===== src/clock_prescaler_pkg.sv =====
// Constants for the oscillator prescaler and speed selection block
package clock_prescaler_pkg;

    // Register byte offsets on the APB bus
    localparam logic [7:0] RELOAD_OFFSET        = 8'h00;
    localparam logic [7:0] CONFIG_FIRST_OFFSET  = 8'h04;
    localparam logic [7:0] CONFIG_SECOND_OFFSET = 8'h08;
    localparam logic [7:0] STATUS_OFFSET        = 8'h0C;

    // Field positions of the first configuration register
    localparam int DOUBLE_SPEED_BIT   = 0;
    localparam int TIMER0_FAST_BIT    = 1;
    localparam int TIMER1_FAST_BIT    = 2;
    localparam int TIMER2_FAST_BIT    = 3;
    localparam int SERIAL_FAST_BIT    = 4;
    localparam int COUNTER_FAST_BIT   = 5;
    localparam int WATCHDOG_FAST_BIT  = 6;
    // Field position of the second configuration register
    localparam int SPI_FAST_BIT       = 0;

    // Status register field positions
    localparam int STATUS_RELOAD_LSB  = 0;
    localparam int STATUS_X2_BIT      = 8;
    localparam int STATUS_FAST_LSB    = 9;

    // Peripheral count and indexes into the fast-select vector
    localparam int PERIPH_COUNT       = 7;
    localparam int PERIPH_SPI         = 6;

    // Reset values
    localparam logic [7:0] RELOAD_RESET = 8'hFF;
    localparam logic [6:0] FAST_RESET   = 7'h00;

    // Divider arithmetic
    localparam logic [7:0] RELOAD_ALL_ONES = 8'hFF;
    localparam logic [9:0] DIV_FAST_X2     = 10'h001;
    localparam logic [9:0] DIV_FAST_STD    = 10'h002;

    // Divided-clock periods per instruction and per peripheral cycle
    localparam logic [3:0] PERIODS_SHORT = 4'h6;
    localparam logic [3:0] PERIODS_LONG  = 4'hC;

    // Strap capture: edges after release before the synchroniser is valid
    localparam logic [1:0] STRAP_LOAD_COUNT = 2'h2;
    localparam logic [1:0] STRAP_DONE_COUNT = 2'h3;

endpackage


===== src/periph_cycle_divider.sv =====
// Counts divided-clock ticks into instruction or peripheral cycles
`timescale 1ns/1ps
`default_nettype none
module periph_cycle_divider
    import clock_prescaler_pkg::*;
(
    input  wire logic pclk,
    input  wire logic presetn,
    input  wire logic base_tick,
    input  wire logic long_mode,
    output logic      cycle_pulse
);

    logic [3:0] cnt_r;
    logic [3:0] limit_r;
    logic       wrap;

    // Last tick of the current cycle
    assign wrap        = base_tick && (cnt_r == limit_r - 4'h1);
    assign cycle_pulse = wrap;

    // Mode is taken only when a cycle closes, so no cycle is cut short
    always_ff @(posedge pclk or negedge presetn) begin
        if (!presetn) begin
            cnt_r   <= 4'h0;
            limit_r <= PERIODS_SHORT;
        end else if (wrap) begin
            cnt_r   <= 4'h0;
            limit_r <= long_mode ? PERIODS_LONG : PERIODS_SHORT;
        end else if (base_tick) begin
            cnt_r   <= cnt_r + 4'h1;
        end
    end

endmodule
`default_nettype wire


===== src/clock_prescaler_speed_select.sv =====
// Oscillator prescaler with global and per-peripheral double-speed selection
//
// The APB register port and the placing of the registers were left to the implementer.
`timescale 1ns/1ps
`default_nettype none

module clock_prescaler_speed_select
    import clock_prescaler_pkg::*;
(
    input  wire logic        pclk,
    input  wire logic        presetn,
    input  wire logic        psel,
    input  wire logic        penable,
    input  wire logic        pwrite,
    input  wire logic [7:0]  paddr,
    input  wire logic [31:0] pwdata,
    output logic [31:0]      prdata,
    output logic             pready,
    output logic             pslverr,
    input  wire logic        security_double_speed,
    output logic             cpu_clock_tick,
    output logic             instruction_tick,
    output logic [6:0]       peripheral_tick,
    output logic             double_speed_active
);

    // Software-visible settings
    logic [7:0] clock_divider_reload_r;
    logic       double_speed_select_r;
    logic [6:0] fast_select_r;

    // Settings in force for the current divided period
    logic [7:0] active_reload_r;
    logic       active_x2_r;
    logic [6:0] active_fast_r;

    // Prescaler counter
    logic [9:0] div_cnt_r;
    logic [9:0] div_nxt;

    // Strap synchroniser and capture
    logic       hsb_sync1_r;
    logic       hsb_sync2_r;
    logic [1:0] strap_cnt_r;

    // Bus decode and response
    logic        setup_phase;
    logic        access_done;
    logic        wr_reload;
    logic        wr_first;
    logic        wr_second;
    logic        addr_hit;
    logic        addr_ro;
    logic [31:0] prdata_r;
    logic        pslverr_r;
    logic [31:0] rd_mux;
    logic [6:0]  eff_fast;

    // Division ratio for a reload value and speed mode
    function automatic logic [9:0] divisor_of(input logic [7:0] r, input logic x2);
        logic [7:0] diff;
        diff = RELOAD_ALL_ONES - r;
        if (r == RELOAD_ALL_ONES) begin
            divisor_of = x2 ? DIV_FAST_X2 : DIV_FAST_STD;
        end else if (x2) begin
            divisor_of = {1'b0, diff, 1'b0};
        end else begin
            divisor_of = {diff, 2'b00};
        end
    endfunction

    // APB phase decode
    assign setup_phase = psel && !penable;
    assign access_done = psel && penable;
    assign pready      = access_done;
    assign pslverr     = pslverr_r;
    assign prdata      = prdata_r;
    assign wr_reload   = access_done && pwrite && !pslverr_r && (paddr == RELOAD_OFFSET);
    assign wr_first    = access_done && pwrite && !pslverr_r && (paddr == CONFIG_FIRST_OFFSET);
    assign wr_second   = access_done && pwrite && !pslverr_r && (paddr == CONFIG_SECOND_OFFSET);
    assign addr_hit    = (paddr == RELOAD_OFFSET) || (paddr == CONFIG_FIRST_OFFSET) ||
                         (paddr == CONFIG_SECOND_OFFSET) || (paddr == STATUS_OFFSET);
    assign addr_ro     = (paddr == STATUS_OFFSET);

    // Fast bits gated by the global mode in force
    assign eff_fast = active_x2_r ? active_fast_r : 7'h00;

    // Read data selection
    always_comb begin
        rd_mux = 32'h0000_0000;
        case (paddr)
            RELOAD_OFFSET: begin
                rd_mux[7:0] = clock_divider_reload_r;
            end
            CONFIG_FIRST_OFFSET: begin
                rd_mux[DOUBLE_SPEED_BIT]  = double_speed_select_r;
                rd_mux[TIMER0_FAST_BIT]   = fast_select_r[0];
                rd_mux[TIMER1_FAST_BIT]   = fast_select_r[1];
                rd_mux[TIMER2_FAST_BIT]   = fast_select_r[2];
                rd_mux[SERIAL_FAST_BIT]   = fast_select_r[3];
                rd_mux[COUNTER_FAST_BIT]  = fast_select_r[4];
                rd_mux[WATCHDOG_FAST_BIT] = fast_select_r[5];
            end
            CONFIG_SECOND_OFFSET: begin
                rd_mux[SPI_FAST_BIT] = fast_select_r[PERIPH_SPI];
            end
            STATUS_OFFSET: begin
                rd_mux[STATUS_RELOAD_LSB +: 8]        = active_reload_r;
                rd_mux[STATUS_X2_BIT]                 = active_x2_r;
                rd_mux[STATUS_FAST_LSB +: PERIPH_COUNT] = eff_fast;
            end
            default: begin
                rd_mux = 32'h0000_0000;
            end
        endcase
    end

    // Read data and error are captured in the setup cycle
    always_ff @(posedge pclk or negedge presetn) begin
        if (!presetn) begin
            prdata_r  <= 32'h0000_0000;
            pslverr_r <= 1'b0;
        end else if (setup_phase) begin
            prdata_r  <= pwrite ? 32'h0000_0000 : rd_mux;
            pslverr_r <= !addr_hit || (pwrite && addr_ro);
        end
    end

    // Reload register
    always_ff @(posedge pclk or negedge presetn) begin
        if (!presetn) begin
            clock_divider_reload_r <= RELOAD_RESET;
        end else if (wr_reload) begin
            clock_divider_reload_r <= pwdata[7:0];
        end
    end

    // Strap pin synchroniser
    always_ff @(posedge pclk or negedge presetn) begin
        if (!presetn) begin
            hsb_sync1_r <= 1'b0;
            hsb_sync2_r <= 1'b0;
        end else begin
            hsb_sync1_r <= security_double_speed;
            hsb_sync2_r <= hsb_sync1_r;
        end
    end

    // Strap capture counter, runs once after reset release
    always_ff @(posedge pclk or negedge presetn) begin
        if (!presetn) begin
            strap_cnt_r <= 2'h0;
        end else if (strap_cnt_r != STRAP_DONE_COUNT) begin
            strap_cnt_r <= strap_cnt_r + 2'h1;
        end
    end

    // Global double-speed bit: strap at start-up, then software
    always_ff @(posedge pclk or negedge presetn) begin
        if (!presetn) begin
            double_speed_select_r <= 1'b0;
        end else if (strap_cnt_r == STRAP_LOAD_COUNT) begin
            double_speed_select_r <= hsb_sync2_r;
        end else if (wr_first) begin
            double_speed_select_r <= pwdata[DOUBLE_SPEED_BIT];
        end
    end

    // Peripheral fast-select bits
    always_ff @(posedge pclk or negedge presetn) begin
        if (!presetn) begin
            fast_select_r <= FAST_RESET;
        end else begin
            if (wr_first) begin
                fast_select_r[0] <= pwdata[TIMER0_FAST_BIT];
                fast_select_r[1] <= pwdata[TIMER1_FAST_BIT];
                fast_select_r[2] <= pwdata[TIMER2_FAST_BIT];
                fast_select_r[3] <= pwdata[SERIAL_FAST_BIT];
                fast_select_r[4] <= pwdata[COUNTER_FAST_BIT];
                fast_select_r[5] <= pwdata[WATCHDOG_FAST_BIT];
            end
            if (wr_second) begin
                fast_select_r[PERIPH_SPI] <= pwdata[SPI_FAST_BIT];
            end
        end
    end

    // Divisor for the next period, from the pending settings
    assign div_nxt        = divisor_of(clock_divider_reload_r, double_speed_select_r);
    assign cpu_clock_tick = (div_cnt_r == 10'h000);

    // Prescaler countdown; a tick closes each divided period
    always_ff @(posedge pclk or negedge presetn) begin
        if (!presetn) begin
            div_cnt_r <= 10'h000;
        end else if (cpu_clock_tick) begin
            div_cnt_r <= div_nxt - 10'h001;
        end else begin
            div_cnt_r <= div_cnt_r - 10'h001;
        end
    end

    // Settings move into force only at a period boundary
    always_ff @(posedge pclk or negedge presetn) begin
        if (!presetn) begin
            active_reload_r <= RELOAD_RESET;
            active_x2_r     <= 1'b0;
            active_fast_r   <= FAST_RESET;
        end else if (cpu_clock_tick) begin
            active_reload_r <= clock_divider_reload_r;
            active_x2_r     <= double_speed_select_r;
            active_fast_r   <= fast_select_r;
        end
    end

    assign double_speed_active = active_x2_r;

    // Instruction cycle: six divided periods (twelve oscillator periods in standard with reload FF)
    periph_cycle_divider u_instr_div (
        .pclk        (pclk),
        .presetn     (presetn),
        .base_tick   (cpu_clock_tick),
        .long_mode   (1'b0),
        .cycle_pulse (instruction_tick)
    );

    // One cycle divider per peripheral
    genvar gi;
    generate
        for (gi = 0; gi < PERIPH_COUNT; gi = gi + 1) begin : g_periph
            periph_cycle_divider u_div (
                .pclk        (pclk),
                .presetn     (presetn),
                .base_tick   (cpu_clock_tick),
                .long_mode   (active_x2_r && !eff_fast[gi]),
                .cycle_pulse (peripheral_tick[gi])
            );
        end
    endgenerate

    // Checking helpers: cycles since last tick, first tick and reload write seen
    logic [9:0] period_cnt_r;
    logic       seen_tick_r;
    logic       seen_reload_wr_r;

    always_ff @(posedge pclk or negedge presetn) begin
        if (!presetn) begin
            period_cnt_r     <= 10'h000;
            seen_tick_r      <= 1'b0;
            seen_reload_wr_r <= 1'b0;
        end else begin
            period_cnt_r     <= cpu_clock_tick ? 10'h000 : period_cnt_r + 10'h001;
            seen_tick_r      <= seen_tick_r || cpu_clock_tick;
            seen_reload_wr_r <= seen_reload_wr_r || wr_reload;
        end
    end

    // Cycles a set global bit has waited to come into force
    logic [10:0] x2_wait_r;

    always_ff @(posedge pclk or negedge presetn) begin
        if (!presetn) begin
            x2_wait_r <= 11'h000;
        end else if (double_speed_select_r && !active_x2_r) begin
            x2_wait_r <= x2_wait_r + 11'h001;
        end else begin
            x2_wait_r <= 11'h000;
        end
    end
endmodule
`default_nettype wire


===== config.mk =====
export PLATFORM = sky130hd
export DESIGN_NAME = clock_prescaler_speed_select
export DESIGN_NICKNAME = d
export VERILOG_FILES = /design/src/clock_prescaler_pkg.sv /design/src/periph_cycle_divider.sv /design/src/clock_prescaler_speed_select.sv
export SDC_FILE = /design/constraint.sdc
export NUM_CORES = 1
export LEC_CHECK = 0
export ABC_AREA = 1
export BUFFER_PORTS_ARGS = -buffer_cell sky130_fd_sc_hd__buf_2
export CORE_ASPECT_RATIO = 1.2
export CORE_MARGIN = 1
export CORE_UTILIZATION = 57
export CTS_CLUSTER_SIZE = 12
export DETAILED_ROUTE_END_ITERATION = 16
export PLACE_DENSITY = 0.86
export SLEW_MARGIN = 10
export SYNTH_ARGS = -nofsm -noshare
export SYNTH_HDL_FRONTEND = slang
export SYNTH_SLANG_ARGS = --single-unit
export TNS_END_PERCENT = 1

===== constraint.sdc =====
create_clock -name pclk -period 1.9 [get_ports pclk]
set_clock_uncertainty 0.05 [all_clocks]
set_input_delay 0.285 -clock pclk [delete_from_list [all_inputs] [get_ports pclk]]
set_output_delay 0.285 -clock pclk [all_outputs]
set_load 0.03 [all_outputs]

==> flow_summary.json <==
{
  "final_cell_mix": "nand2_1, dfrtp_1, inv_1",
  "stdcell_area_sq_um": 6897,
  "clockBufferDepth": 2,
  "cts_tree": "yes",
  "ant_nets": 0,
  "syn_area_sq_um": 5891,
  "p_sw_share_pct": 23.15,
  "first_pass_iters": 5,
  "async_flop_share_pct": 100.0,
  "die_w_microns": 94.80,
  "setup_viol": 16,
  "num_rows": 40,
  "diodes": 0,
  "worst_hold_path.num_cells": 3,
  "r2r_cells": 9,
  "avgRoutedWirePerCell_microns": 15.38,
  "max_stage_delay_ps": 400,
  "num_io_pins": 90,
  "area_delta_synth_final_pct": 17.08,
  "grt_pass1_vias": 5044,
  "antenna_found_initial": 0,
  "clock_latency_ps": 360,
  "crit_fanout": 7,
  "nets": 812,
  "routed_wl_microns": 13620,
  "clkPwrFrac_pct": 44.1,
  "final.fill_count": 720,
  "die_area_sq_um": 10750,
  "timing.rr.end": "g_periph[1].u_div.limit_r[3]",
  "synth_cell_types": 45,
  "drv_cap": 0,
  "worst_slack_ps": -210.6,
  "cts.clk_slew.worst_paths_ps": 70,
  "arrival_ps": 1780,
  "grt_max_degree": 59,
  "dp_hpwl_microns": 9478,
  "worstMarginPinSlew_ps": 541.5,
  "die_h_microns": 113.4,
  "seq_area_sq_um": 2756,
  "port-buffer-count": 49,
  "intPower_mw": 3.563,
  "cp-end-kind": "output port",
  "vias": 4952,
  "fmax_mhz": 473.8,
  "r2r-start": "div_cnt_r[0]",
  "grt_first_pass_wirelength_microns": 23030,
  "drt_iter0_drc": 328,
  "hold_path_class": "in -> reg",
  "yosysWarnings": 0,
  "min_period_ps": 2111,
  "seq_area_frac_synth_pct": 46.79,
  "peakVddDrop_uv": 569.2,
  "slew_viol_final": 0,
  "grt_overflow_total": 0,
  "synth_enable_flop_cells": 0,
  "netlist_top_cells_area": "dfrtp_1, dfstp_2, nand2_1",
  "worstPathCellList": "nor2_1 > nand2_2 > inv_2 > nand2_4 > buf_12 > nor3_4 > buf_6",
  "place_area_sq_um": 6279,
  "drc": 0,
  "ys_ff_latch": 109,
  "combPwrFrac_pct": 5.1,
  "finish.utilization_pct": 68.90,
  "timing.setup.tns_ps": -1674,
  "vias_per_cell": 5.595,
  "leakage_nw": 3.167,
  "drive_above_1_share_pct": 25.03,
  "status": "complete, but fails checks",
  "synth.largest_area_cell": "dfrtp_1",
  "synth_top_area_share_pct": 36.53,
  "final_cells": 885,
  "multi_input_area_sq_um": 2694,
  "final_common_cell": "nand2_1",
  "r2r_slack_ps": -80,
  "initial_utilization_pct": 58.85,
  "cts_made_buffers": 9,
  "holdWs_ps": 86.17,
  "synthCells": 687,
  "cts.root.buffer_cell": "clkbuf_16",
  "slew_headroom_pct": 63.90,
  "ys.flop_type": "dfrtp_1",
  "seqPwrFrac_pct": 50.8,
  "min_from": "pwdata[5]",
  "cts_sinks": 109,
  "crit_required_ps": 1560,
  "violations": "setup timing",
  "finalHoldViolCount": 0,
  "dp_cells": 858,
  "htreeDepth": 3,
  "hold_end": "fast_select_r[4]",
  "crit_slowest_cell": "dfrtp_1",
  "coreArea_sq_um": 10010,
  "critical_path_class": "reg -> out",
  "power_density_nw_per_um2": 672.3,
  "rsz0062_at_grt": "true",
  "start_kind": "flip-flop",
  "fin_crit_sh_pct": 111.1,
  "gp_congestion": 0.8563,
  "grtUsageTotal_pct": 27.35,
  "avgSynthCellArea_sq_um": 8.574,
  "netSwitchingPower_mw": 1.073
}
-- flip-flops by register name (all words and copies together) (netlist names), 2 cells and up --
register and flops:
fast_select_r 7, g_periph.u_div.limit_r 14, g_periph.u_div.cnt_r 28, active_reload_r 8, u_instr_div.cnt_r 4, clock_divider_reload_r 8, strap_cnt_r 2, active_fast_r 7
prdata 16, div_cnt_r 10
-- timing repair --
item / 4_1_cts / 5_1_grt
buffers inserted: 5 / 3
pin swaps: 8 / 11
resized for setup: 26 / 23
gates cloned: 0 / 1
setup endpoints to repair: 12 / 42
hold buffers: 2 / 0
endpoints found under the hold margin: 17 / 0
-- synthesized netlist by cell type (2+ instances only) --
master and n:
inv_2 7, mux2_4 3, nand4_2 5, nor3_2 3, nand2_1 158, nand2_2 6
buf_4 25, inv_1 85, and2_1 2, o211ai_1 7, nand3_4 2, nor2_1 29
clkbuf_1 2, nor2_2 8, buf_6 6, ha_1 12, xor2_1 11, o21a_1 8
o21ai_0 61, dfstp_2 23, dfrtp_1 86, nand3_2 4, nor3_4 3, nand4_1 5
xnor2_1 8, mux2_2 2, nor3_1 12, nor2_4 4, a21oi_1 22, buf_2 5
o21bai_1 4, nand2_4 2, nand3_1 50, a31oi_1 6
-- metal layers --
metal	track usage (%)	vias up	wire, microns
li1	-	2315	-
met1	32.30	2416	5219
met2	47.91	184	7312
met3	5.242	37	670
met4	11.62	0	413
met5	0	-	0
-- worst max-delay path, delay by kind of cell, from the launching register on --
| family | cells | cell delay, ps |
|---|---|---|
| and+or+nand+nor | 4 | 590 |
| DFF | 1 | 400 |
| buffers and inverters | 3 | 430 |
-- kinds of logic after synthesis --
group | after synthesis | synth area share (%)
AOI/OAI and AO/OA | 114 | 11.13
xor gates and xnor gates | 19 | 2.825
adders and majority gates | 12 | 2.549
buffers and inverters | 132 | 10.96
DFF | 109 | 46.79
muxes | 6 | 1.317
other | 1 | 0.06366
and+or+nand+nor | 294 | 24.36
-- per-stage QoR --
stage | setup slack [ps] | total power [mW]
after detailed placement | 37.50 | 2.626
final | -210.6 | 4.637
after CTS | -225.6 | 4.649
after global placement | 98.38 | 2.616
after floorplan | 128.1 | 2.544
after global routing | -337.3 | 4.777
-- area by class of cell --
type,count,share of cell area (%)
well taps,126,2.286
inverters,93,5.134
flip-flops and latches,109,39.97
clock buffers,9,3.266
clock inverters,7,1.433
repair buffers,80,8.853
multi-input cells,461,39.06
-- how the worst max path moves through the flow --
stage | cells past startpoint | end | startpoint
detailed placement | 11 | div_cnt_r[8] | div_cnt_r[7]
global placement | 6 | peripheral_tick[0] | div_cnt_r[7]
finish | 7 | peripheral_tick[5] | div_cnt_r[3]
global route | 7 | peripheral_tick[2] | div_cnt_r[3]
CTS | 7 | peripheral_tick[5] | div_cnt_r[1]
floorplan | 8 | peripheral_tick[3] | div_cnt_r[0]
-- power groups by stage --
stage	combinational, mW	sequential [mW]	clock (mW)
6_report	0.237	2.36	2.04
4_1_cts	0.237	2.35	2.06
3_3_place_gp	0.222	2.39	0
3_5_place_dp	0.230	2.40	0
2_1_floorplan	0.150	2.39	0
5_1_grt	0.266	2.36	2.15
No activity file was read; power rests on OpenSTA's default activity.
